===== src/logic/fupc_params.svh =====
// Purpose: constants for the flash user program controller
// Assumes: 10 MHz main clock, 8-bit register port
// Notes: offsets are register indices on the plain register port
`ifndef FUPC_PARAMS_SVH
`define FUPC_PARAMS_SVH

// ********************************************************************
// register map and reset values
// ********************************************************************
`define FUPC_OFF_CTRL 8'h00
`define FUPC_OFF_KEY 8'h01
`define FUPC_OFF_SECH 8'h02
`define FUPC_OFF_SECL 8'h03
`define FUPC_KEY_RST 8'h00
`define FUPC_KEY_OPEN 8'ha5
`define FUPC_OPC_RST 4'h0
`define FUPC_SEC_RST 8'h00
`define FUPC_OPT_RST 8'hff

// ********************************************************************
// field layout
// ********************************************************************
`define FUPC_OPC_ERASE 4'ha
`define FUPC_OPC_PROG 4'h5
`define FUPC_OPC_LOCK 4'h6
`define FUPC_BIT_START 0
`define FUPC_BIT_ESTAT 3
`define FUPC_OPC_HI 7
`define FUPC_OPC_LO 4
`define FUPC_SECL_SEL 7
`define FUPC_SEC_LSB 7
`define FUPC_OPT_SZ_OFF 2
`define FUPC_OPT_BOOT_EN 4
`define FUPC_OPT_VEC_OFF 7

// ********************************************************************
// boot area and reset vectors
// ********************************************************************
`define FUPC_BOOT_BASE 16'h0100
`define FUPC_BOOT_UNIT 16'h0100
`define FUPC_VEC_NONE 16'h0100
`define FUPC_VEC_C0 16'h0200
`define FUPC_VEC_C1 16'h0300
`define FUPC_VEC_C2 16'h0500
`define FUPC_VEC_C3 16'h0900

// ********************************************************************
// timing
// ********************************************************************
`define FUPC_ERASE_MS 10
`define FUPC_CLK_KHZ 10000
`define FUPC_ERASE_CYC (`FUPC_ERASE_MS * `FUPC_CLK_KHZ)
`define FUPC_LOCK_CYC 8
`define FUPC_TMR_W 17

`endif


===== src/logic/fupc_pkg.sv =====
// Purpose: types of the flash user program controller
// Assumes: nothing
// Notes: none
`default_nettype none
package fupc_pkg;

  // ******************************************************************
  // sequencer states
  // ******************************************************************
  typedef enum logic [2:0] {
    FUPC_ST_IDLE  = 3'b001,
    FUPC_ST_ERASE = 3'b010,
    FUPC_ST_LOCK  = 3'b100
  } fupc_state_t;

  typedef logic [3:0] fupc_opc_t;

endpackage
`default_nettype wire


===== src/logic/fupc_ctrl.sv =====
// Purpose: user program mode controller for on-chip program flash
// Assumes: flash macro reads combinationally while flash_rd_o is high
// Notes: option byte is captured once after reset release
//
// Summary of operation
// - key register resets to zero, user program mode off after reset.
// - mode on only while key equals a5; otherwise no erase, program, lock.
// - control register writes take effect only in user program mode.
// - writing start bit launches selected sector erase or hard lock.
// - byte reads and programs are triggered by table access alone.
// - read-only erase status: 0 after success, 1 after failure.
// - interrupt request during erase aborts it and flags failure.
// - any pending interrupt request stops or refuses user operations.
// - no user operation while the CPU runs from the sub clock.
// - 512 sectors of 128 bytes, bases end in 00 or 80.
// - sector low byte bits 6..0 ignored; bit 7 and high byte select.
// - boot enable 0 refuses table writes and erases in boot area.
// - boot enable 1 makes boot area ordinary program memory.
// - option bits 2..0 size boot area: none, 256 to 2048 from 100.
// - option bits 7..5 choose reset vector 0100, 0200, 0300, 0500, 0900.
// - vector selection and boot size selection are independent.
// - read protection set only in tool mode, never in user mode.
// - tool mode may still erase and program the boot area.
// - sector erase keeps the sector busy for at least 10 ms.
// - opcode 0110 with start bit selects hard lock protection.
// - hard lock refuses every write and erase until a chip erase or a reset.
`timescale 1ns/10ps
`default_nettype none
`include "fupc_params.svh"

module fupc_ctrl #(
  parameter int unsigned ERASE_CYC = `FUPC_ERASE_CYC
) (
  input wire logic mclk_i,
  input wire logic rst_i,
  input wire logic [7:0] reg_addr_i,
  input wire logic [7:0] reg_wdata_i,
  input wire logic reg_wr_i,
  input wire logic reg_rd_i,
  output logic [7:0] reg_rdata_o,
  input wire logic tbl_rd_i,
  input wire logic tbl_wr_i,
  input wire logic [15:0] tbl_addr_i,
  input wire logic [7:0] tbl_wdata_i,
  output logic [7:0] tbl_rdata_o,
  output logic tbl_rvalid_o,
  output logic tbl_refused_o,
  input wire logic irq_pending_i,
  input wire logic sub_clk_i,
  input wire logic [7:0] opt_byte_i,
  input wire logic tool_mode_i,
  input wire logic tool_rdprot_i,
  input wire logic chip_erase_i,
  output logic [15:0] flash_addr_o,
  output logic [7:0] flash_wdata_o,
  output logic flash_rd_o,
  output logic flash_prog_o,
  output logic flash_erase_o,
  input wire logic [7:0] flash_rdata_i,
  output logic busy_o,
  output logic hard_lock_o,
  output logic read_protect_o,
  output logic [15:0] reset_vector_o
);

  // ******************************************************************
  // registers and decode
  // ******************************************************************
  logic [7:0] key_r;
  fupc_pkg::fupc_opc_t opc_r;
  logic estat_r;
  logic [7:0] sech_r;
  logic secl_sel_r;
  logic [7:0] opt_r;
  logic opt_cap_r;
  fupc_pkg::fupc_state_t state_r;
  logic [15:0] sec_base;
  logic upm_en;
  logic wr_ctrl;
  logic erase_req;
  logic lock_req;
  logic prog_req;
  logic erase_ok;
  logic lock_ok;
  logic prog_ok;
  logic abort;
  logic tmr_done;
  logic [`FUPC_TMR_W-1:0] tmr_len;

  // boot area protection check for one address
  function automatic logic boot_prot(input logic [15:0] a, input logic [7:0] opt,
                                     input logic tool);
    logic [15:0] lim;
    lim = `FUPC_BOOT_BASE + (`FUPC_BOOT_UNIT << opt[1:0]);
    boot_prot = !opt[`FUPC_OPT_BOOT_EN] && !opt[`FUPC_OPT_SZ_OFF] && !tool
                && (a >= `FUPC_BOOT_BASE) && (a < lim);
  endfunction

  // key compare and sub clock block
  assign upm_en = (key_r == `FUPC_KEY_OPEN) && !sub_clk_i;
  // only bit 7 of the low byte takes part
  assign sec_base = {sech_r, secl_sel_r, 7'h00};
  assign wr_ctrl = reg_wr_i && (reg_addr_i == `FUPC_OFF_CTRL) && upm_en;
  assign erase_req = wr_ctrl && reg_wdata_i[`FUPC_BIT_START]
                     && (reg_wdata_i[`FUPC_OPC_HI:`FUPC_OPC_LO] == `FUPC_OPC_ERASE)
                     && (state_r == fupc_pkg::FUPC_ST_IDLE);
  assign lock_req = wr_ctrl && reg_wdata_i[`FUPC_BIT_START]
                    && (reg_wdata_i[`FUPC_OPC_HI:`FUPC_OPC_LO] == `FUPC_OPC_LOCK)
                    && (state_r == fupc_pkg::FUPC_ST_IDLE);
  assign prog_req = tbl_wr_i && upm_en && (opc_r == `FUPC_OPC_PROG)
                    && (state_r == fupc_pkg::FUPC_ST_IDLE);
  assign erase_ok = erase_req && !hard_lock_o && !irq_pending_i
                    && !boot_prot(sec_base, opt_r, tool_mode_i);
  assign lock_ok = lock_req && !irq_pending_i;
  assign prog_ok = prog_req && !hard_lock_o && !irq_pending_i
                   && !boot_prot(tbl_addr_i, opt_r, tool_mode_i);
  assign abort = (state_r != fupc_pkg::FUPC_ST_IDLE) && (irq_pending_i || sub_clk_i);
  assign tmr_len = erase_ok ? ERASE_CYC[`FUPC_TMR_W-1:0] : `FUPC_TMR_W'(`FUPC_LOCK_CYC);

  fupc_timer u_timer (
    .mclk_i(mclk_i),
    .rst_i(rst_i),
    .load_i(erase_ok || lock_ok),
    .len_i(tmr_len),
    .clr_i(abort),
    .done_o(tmr_done)
  );

  // ******************************************************************
  // software registers
  // ******************************************************************
  always_ff @(posedge mclk_i) begin
    if (rst_i) begin
      key_r <= `FUPC_KEY_RST;
    end else if (reg_wr_i && (reg_addr_i == `FUPC_OFF_KEY)) begin
      key_r <= reg_wdata_i;
    end
  end

  always_ff @(posedge mclk_i) begin
    if (rst_i) begin
      sech_r <= `FUPC_SEC_RST;
      secl_sel_r <= 1'b0;
    end else if (reg_wr_i && (reg_addr_i == `FUPC_OFF_SECH)) begin
      sech_r <= reg_wdata_i;
    end else if (reg_wr_i && (reg_addr_i == `FUPC_OFF_SECL)) begin
      secl_sel_r <= reg_wdata_i[`FUPC_SECL_SEL];
    end
  end

  always_ff @(posedge mclk_i) begin
    if (rst_i) begin
      opc_r <= `FUPC_OPC_RST;
    end else if (wr_ctrl && (state_r == fupc_pkg::FUPC_ST_IDLE)) begin
      opc_r <= reg_wdata_i[`FUPC_OPC_HI:`FUPC_OPC_LO];
    end
  end

  // ******************************************************************
  // option byte capture
  // ******************************************************************
  always_ff @(posedge mclk_i) begin
    if (rst_i) begin
      opt_r <= `FUPC_OPT_RST;
      opt_cap_r <= 1'b0;
    end else if (!opt_cap_r) begin
      opt_r <= opt_byte_i;
      opt_cap_r <= 1'b1;
    end
  end

  // vector from bits 7..5 only, size bits never read here
  always_ff @(posedge mclk_i) begin
    if (rst_i) begin
      reset_vector_o <= `FUPC_VEC_NONE;
    end else if (opt_r[`FUPC_OPT_VEC_OFF]) begin
      reset_vector_o <= `FUPC_VEC_NONE;
    end else begin
      case (opt_r[6:5])
        2'h0: reset_vector_o <= `FUPC_VEC_C0;
        2'h1: reset_vector_o <= `FUPC_VEC_C1;
        2'h2: reset_vector_o <= `FUPC_VEC_C2;
        default: reset_vector_o <= `FUPC_VEC_C3;
      endcase
    end
  end

  // ******************************************************************
  // sequencer
  // ******************************************************************
  always_ff @(posedge mclk_i) begin
    if (rst_i) begin
      state_r <= fupc_pkg::FUPC_ST_IDLE;
    end else begin
      case (state_r)
        fupc_pkg::FUPC_ST_IDLE: begin
          if (erase_ok) begin
            state_r <= fupc_pkg::FUPC_ST_ERASE;
          end else if (lock_ok) begin
            state_r <= fupc_pkg::FUPC_ST_LOCK;
          end
        end
        fupc_pkg::FUPC_ST_ERASE, fupc_pkg::FUPC_ST_LOCK: begin
          if (abort || tmr_done) begin
            state_r <= fupc_pkg::FUPC_ST_IDLE;
          end
        end
        default: state_r <= fupc_pkg::FUPC_ST_IDLE;
      endcase
    end
  end

  // failure is set on erase abort or refused erase start, cleared on clean finish
  always_ff @(posedge mclk_i) begin
    if (rst_i) begin
      estat_r <= 1'b0;
    end else if (state_r == fupc_pkg::FUPC_ST_ERASE && abort) begin
      estat_r <= 1'b1;
    end else if (erase_req && !erase_ok) begin
      estat_r <= 1'b1;
    end else if (state_r == fupc_pkg::FUPC_ST_ERASE && tmr_done) begin
      estat_r <= 1'b0;
    end
  end

  // chip erase clears, finished lock sets; set wins
  always_ff @(posedge mclk_i) begin
    if (rst_i) begin
      hard_lock_o <= 1'b0;
    end else if (state_r == fupc_pkg::FUPC_ST_LOCK && tmr_done && !abort) begin
      hard_lock_o <= 1'b1;
    end else if (chip_erase_i) begin
      hard_lock_o <= 1'b0;
    end
  end

  always_ff @(posedge mclk_i) begin
    if (rst_i) begin
      read_protect_o <= 1'b0;
    end else if (tool_mode_i && tool_rdprot_i) begin
      read_protect_o <= 1'b1;
    end
  end

  always_ff @(posedge mclk_i) begin
    if (rst_i) begin
      busy_o <= 1'b0;
    end else begin
      busy_o <= erase_ok || lock_ok
                || ((state_r != fupc_pkg::FUPC_ST_IDLE) && !abort && !tmr_done);
    end
  end

  // ******************************************************************
  // flash macro drive
  // ******************************************************************
  always_ff @(posedge mclk_i) begin
    if (rst_i) begin
      flash_erase_o <= 1'b0;
    end else if (erase_ok) begin
      flash_erase_o <= 1'b1;
    end else if (abort || tmr_done) begin
      flash_erase_o <= 1'b0;
    end
  end

  always_ff @(posedge mclk_i) begin
    if (rst_i) begin
      flash_addr_o <= 16'h0000;
      flash_wdata_o <= 8'h00;
    end else if (erase_ok) begin
      flash_addr_o <= sec_base;
    end else if (prog_ok) begin
      flash_addr_o <= tbl_addr_i;
      flash_wdata_o <= tbl_wdata_i;
    end else if (tbl_rd_i && (state_r == fupc_pkg::FUPC_ST_IDLE)) begin
      flash_addr_o <= tbl_addr_i;
    end
  end

  always_ff @(posedge mclk_i) begin
    if (rst_i) begin
      flash_prog_o <= 1'b0;
      tbl_refused_o <= 1'b0;
      flash_rd_o <= 1'b0;
    end else begin
      flash_prog_o <= prog_ok;
      tbl_refused_o <= tbl_wr_i && !prog_ok;
      flash_rd_o <= tbl_rd_i && !tbl_wr_i && (state_r == fupc_pkg::FUPC_ST_IDLE);
    end
  end

  always_ff @(posedge mclk_i) begin
    if (rst_i) begin
      tbl_rdata_o <= 8'h00;
      tbl_rvalid_o <= 1'b0;
    end else begin
      tbl_rvalid_o <= flash_rd_o;
      tbl_rdata_o <= flash_rd_o ? flash_rdata_i : 8'h00;
    end
  end

  // ******************************************************************
  // register read port
  // ******************************************************************
  always_ff @(posedge mclk_i) begin
    if (rst_i || !reg_rd_i) begin
      reg_rdata_o <= 8'h00;
    end else begin
      case (reg_addr_i)
        `FUPC_OFF_CTRL: reg_rdata_o <= {opc_r, estat_r, 2'b00,
                                        state_r != fupc_pkg::FUPC_ST_IDLE};
        `FUPC_OFF_KEY: reg_rdata_o <= key_r;
        `FUPC_OFF_SECH: reg_rdata_o <= sech_r;
        `FUPC_OFF_SECL: reg_rdata_o <= {secl_sel_r, 7'h00};
        default: reg_rdata_o <= 8'h00;
      endcase
    end
  end

  // ******************************************************************
  // checks
  // ******************************************************************
  logic [`FUPC_TMR_W-1:0] erase_age_r;

  always_ff @(posedge mclk_i) begin
    if (rst_i || !flash_erase_o) begin
      erase_age_r <= '0;
    end else begin
      erase_age_r <= erase_age_r + 1'b1;
    end
  end

  property p_key_reset;
    @(posedge mclk_i) $fell(rst_i) |-> (key_r == 8'h00) && !upm_en;
  endproperty
  a_key_reset: assert property (p_key_reset) else $error("key not clear after reset");

  property p_prog_needs_key;
    @(posedge mclk_i) disable iff (rst_i)
      flash_prog_o |-> ($past(key_r) == 8'ha5) && $past(tbl_wr_i);
  endproperty
  a_prog_needs_key: assert property (p_prog_needs_key) else $error("program without key");

  property p_ctrl_gated;
    @(posedge mclk_i) disable iff (rst_i)
      reg_wr_i && (reg_addr_i == 8'h00) && (key_r != 8'ha5) |=> $stable(opc_r)
      && !$rose(flash_erase_o) && !$rose(hard_lock_o);
  endproperty
  a_ctrl_gated: assert property (p_ctrl_gated) else $error("control written while closed");

  property p_erase_start;
    @(posedge mclk_i) disable iff (rst_i)
      erase_ok |=> flash_erase_o && busy_o && (flash_addr_o[6:0] == 7'h00)
      && (flash_addr_o[15:7] == $past({sech_r, secl_sel_r}));
  endproperty
  a_erase_start: assert property (p_erase_start) else $error("erase did not start");

  property p_erase_len;
    @(posedge mclk_i) disable iff (rst_i)
      $fell(flash_erase_o) && !$past(abort) |-> $past(erase_age_r) == ERASE_CYC[16:0] - 1'b1;
  endproperty
  a_erase_len: assert property (p_erase_len) else $error("erase length wrong");

  property p_irq_abort;
    @(posedge mclk_i) disable iff (rst_i)
      flash_erase_o && irq_pending_i |=> !flash_erase_o && estat_r ##1 !busy_o;
  endproperty
  a_irq_abort: assert property (p_irq_abort) else $error("erase not aborted");

  property p_subclk;
    @(posedge mclk_i) disable iff (rst_i)
      sub_clk_i |=> !flash_prog_o && !$rose(flash_erase_o) && !$rose(hard_lock_o);
  endproperty
  a_subclk: assert property (p_subclk) else $error("operation on sub clock");

  property p_boot_refuse;
    @(posedge mclk_i) disable iff (rst_i)
      flash_prog_o |-> !boot_prot(flash_addr_o, opt_r, $past(tool_mode_i));
  endproperty
  a_boot_refuse: assert property (p_boot_refuse) else $error("boot area programmed");

  property p_lock_blocks;
    @(posedge mclk_i) disable iff (rst_i)
      hard_lock_o && !chip_erase_i |=> !flash_prog_o && !$rose(flash_erase_o);
  endproperty
  a_lock_blocks: assert property (p_lock_blocks) else $error("write under hard lock");

  property p_vec_indep;
    @(posedge mclk_i) disable iff (rst_i)
      opt_cap_r && $stable(opt_r[7:5]) ##1 $stable(opt_r[7:5]) |-> $stable(reset_vector_o);
  endproperty
  a_vec_indep: assert property (p_vec_indep) else $error("vector moved");

endmodule
`default_nettype wire


===== src/logic/fupc_timer.sv =====
// Purpose: down counter timing erase and lock operations
// Assumes: load and clear never in the same cycle as a needed done
// Notes: done pulses in the last cycle of the loaded length
`timescale 1ns/10ps
`default_nettype none
`include "fupc_params.svh"

module fupc_timer (
  input wire logic mclk_i,
  input wire logic rst_i,
  input wire logic load_i,
  input wire logic [`FUPC_TMR_W-1:0] len_i,
  input wire logic clr_i,
  output logic done_o
);

  // ******************************************************************
  // counter
  // ******************************************************************
  logic [`FUPC_TMR_W-1:0] cnt_r;

  always_ff @(posedge mclk_i) begin
    if (rst_i || clr_i) begin
      cnt_r <= '0;
    end else if (load_i) begin
      cnt_r <= len_i;
    end else if (cnt_r != '0) begin
      cnt_r <= cnt_r - 1'b1;
    end
  end

  assign done_o = (cnt_r == `FUPC_TMR_W'(1));

endmodule
`default_nettype wire


===== config.mk =====
export PLATFORM = sky130hd
export DESIGN_NAME = fupc_ctrl
export DESIGN_NICKNAME = d
export VERILOG_FILES = /design/src/logic/fupc_pkg.sv /design/src/logic/fupc_ctrl.sv /design/src/logic/fupc_timer.sv
export VERILOG_INCLUDE_DIRS = /design/src /design/src/logic
export SDC_FILE = /design/constraint.sdc
export NUM_CORES = 1
export LEC_CHECK = 0
export BUFFER_PORTS_ARGS = -buffer_cell sky130_fd_sc_hd__clkbuf_2
export CORE_MARGIN = 3
export CORE_UTILIZATION = 52
export CTS_CLUSTER_DIAMETER = 200
export CTS_CLUSTER_SIZE = 40
export DETAILED_ROUTE_END_ITERATION = 7
export MAX_ROUTING_LAYER = met4
export PLACE_DENSITY_LB_ADDON = 0.2
export SLEW_MARGIN = 20
export SYNTH_ARGS = -nofsm -noshare
export SYNTH_HDL_FRONTEND = slang
export SYNTH_HIERARCHICAL = 1
export SYNTH_SLANG_ARGS = --single-unit

===== constraint.sdc =====
create_clock -name mclk_i -period 2.75 [get_ports mclk_i]
set_input_delay 0.1375 -clock mclk_i [delete_from_list [all_inputs] [get_ports mclk_i]]
set_output_delay 0.1375 -clock mclk_i [all_outputs]
set_load 0.005 [all_outputs]

==> run metrics <==
status=finished, final reports clean; row cnt=33; final hold slack=0.00963 ns; crit-path max cell delay=0.53 ns; Setup crit start=opt_r[1]; Detailed Route Iter0 Violations=136; Clock power frac=28.2%; Worst Skew=0.0151 ns; RSZ-0062 raised after global routing=false; die width=100 um; routability-driven placement congestion ratio=0.861; sequential area share after synthesis=44.4%; Max VDD drop=0.000373 V; layout cells sized above 1=25.5%; Crit-path slowest cell=or4_1; Seq pwr share=47.7%; crit-path cells=nand2_1 -> ha_1 -> or4_1 -> nor4_2 -> o21ai_2 -> a21boi_2 -> buf_12 -> mux2i_1 -> a211oi_1; largest net degree at the start of global routing=52; Pleak=0.00255 uW; final hold violation count=0; kind of critical path=flop to flop; Total Routing Usage GR=23.8%; vias in the first global route=3845; WL/cell=14.9 um; height of the die=100 um; Clock Sinks=102; register area=2040 um^2; CP Max Fanout=16; r2r setup slk=0.26 ns; Async SR Flop Fraction=0%; Post-Syn Area=4600 um^2; commonest non-fill, non-tap cells in the layout=clkbuf_2, dfxtp_1, nor2_1, nand2_1, mux2i_1; fin crit share=90.5%; Residual DRC=0; #FFs+latches synth=102; # diodes=0; Slew @ Worst Pin=0.690 ns; P&R area growth vs syn=24.6%; combinational share of power=24.0%; area taken by multi-input logic gates=2380 um^2; Via Count=4023; Switching Fraction=31.0%; Post-synth EDFFs=0; Synth warnings=6; most common cell after layout, fill and taps aside=clkbuf_2; endpoint class of the critical path=flop; Fill cells=693; clock root cell=clkbuf_8; Port Buffers=117; Die Area=10000 um^2; setup TNS=0 ns; Pint=2440 uW; worst path required time=2.99 ns; Cells after Synth=498; final WL=11300 um; clock period minus worst slack=2.49 ns; post-CTS setup buffer count=0; path type of the worst min-delay path=primary input to flop; critical path startpoint category=flop; Netlist cell types=61; switching pwr=1100 uW; Initial Util=54.8%; PD cells=617 nW/um^2; crit path DAT=2.73 ns; Fmax=402 MHz; max_cap viols=0; Post-DP Area=5280 um^2; cells on worst reg2reg path=9; I/O pin count=131; R2R Path End=flash_addr_o[13]; nets@finish=721; Max-slew headroom=53.9%; CTS tree=yes; total grt overflow=0; Clk pin slew, worst setup/hold paths=0.10 ns; Synth Area per Inst=9.23 um^2; antenna violations before repair=0; Post-synth top flop=dfxtp_1; endpoints failing setup=0; CTS H-tree depth=3; first-pass GRT wire length=18600 um; worst setup path end=flash_addr_o[13]; Vias/cell=5.32; Detailed Routing Iterations Pass 1=4; Routed Antenna Nets=0; Inserted Clock Buffers=9; later-pin clock latency in the skew report=0.37 ns; clk buf depth=2; design area=5730 um^2; DP HPWL=8220 um; core box area=8380 um^2; RR Startpoint=opt_r[1]; max-slew violations=0
worst min-delay path by stage:
stage                     startpoint          endpoint  slack, ns  cells after the start
floorplan                      rst_i  u_timer/cnt_r[8]       0.21                      1
detailed placement  flash_rdata_i[7]    tbl_rdata_o[7]       0.34                      2
global placement    flash_rdata_i[3]    tbl_rdata_o[3]       0.34                      2
global route          reg_wdata_i[3]         sech_r[3]       0.02                      3
CTS                   reg_wdata_i[1]          key_r[1]      0.005                      3
finish                reg_wdata_i[1]          key_r[1]       0.01                      3
stage by stage:
stage                     total power (uW)  instances  util, %  worst slack, ns
after detailed placement              2530        717     63.0            0.306
after global placement                2500        717     63.0            0.371
after CTS                             3550        756     68.3            0.257
after global routing                  3740        756     68.3            0.103
final                                 3530        756     68.3            0.260
after floorplan                       2340        519        -            0.479
flip-flops by register name, indices dropped and copies added (netlist names), 7 cells and up:
register / count
sech_r: 8
flash_wdata_o: 8
u_timer/cnt_r: 17
reg_rdata_o: 8
opt_r: 7
key_r: 8
tbl_rdata_o: 8
flash_addr_o: 16
final cells by class:
cell class	count	share of cell area (%)
flip-flops and latches	102	35.6
clock inverters	7	1.57
clock buffers	9	2.16
multi-input cells	374	41.6
well taps	105	2.29
inverters	7	0.459
repair buffers	152	16.3
synth_stat cells (all sizes together) (2+ instances only):
master | n | area (um^2)
clkbuf | 13 | 48.8
nand4 | 6 | 43.8
nor2b | 6 | 37.5
or3 | 2 | 12.5
and2 | 11 | 68.8
a22oi | 2 | 15.0
nor4b | 3 | 26.3
ha | 8 | 100
and3 | 3 | 18.8
dfxtp | 102 | 2040
a21oi | 35 | 175
o21a | 2 | 15.0
nor2 | 65 | 244
nor3b | 6 | 61.3
xor2 | 2 | 17.5
nor3 | 13 | 70.1
nand2b | 3 | 18.8
mux2i | 43 | 430
a211oi | 16 | 130
o21ai | 10 | 57.6
inv | 6 | 22.5
nor4 | 12 | 121
buf | 23 | 175
xnor2 | 11 | 96.3
or4 | 2 | 15.0
nand3 | 23 | 115
nand2 | 48 | 180
metal layers:
metal | vias to the layer above | GRT usage [%] | part of all wire [%]
li1 | 2021 | - | -
met1 | 1889 | 30.0 | 43
met2 | 103 | 39.3 | 50
met3 | 10 | 3.47 | 5.6
met4 | 0 | 7.88 | 1.2
met5 | - | - | 0
kinds of logic after synthesis:
logic type | share of synthesized area [%]
AOI/OAI and AO/OA | 11.1
buffers and inverters | 5.44
xor gates and xnor gates | 2.48
other | 0.0816
adders and majority gates | 2.18
and+or+nand+nor | 24.5
DFF | 44.4
muxes | 9.85
power by group through the flow:
stage | logic, uW | clock network (uW) | registers (uW)
6_report | 848 | 998 | 1690
5_1_grt | 954 | 1080 | 1700
4_1_cts | 846 | 1020 | 1690
3_5_place_dp | 813 | 0 | 1720
3_3_place_gp | 790 | 0 | 1710
2_1_floorplan | 642 | 0 | 1700
repair_timing:
item	4_1_cts	5_1_grt
hold buffers	23	0
endpoints found under the hold margin	22	0
resized for setup	0	0
worst max-delay path: cells and delay by family (launching register included):
kind,cells,cell delay (ns)
simple gates,3,0.83
mux,1,0.21
compound gates,3,0.49
flops,1,0.44
buf+inv,1,0.20
fa+ha+maj,1,0.19
Power figures use the tool's default switching activity.
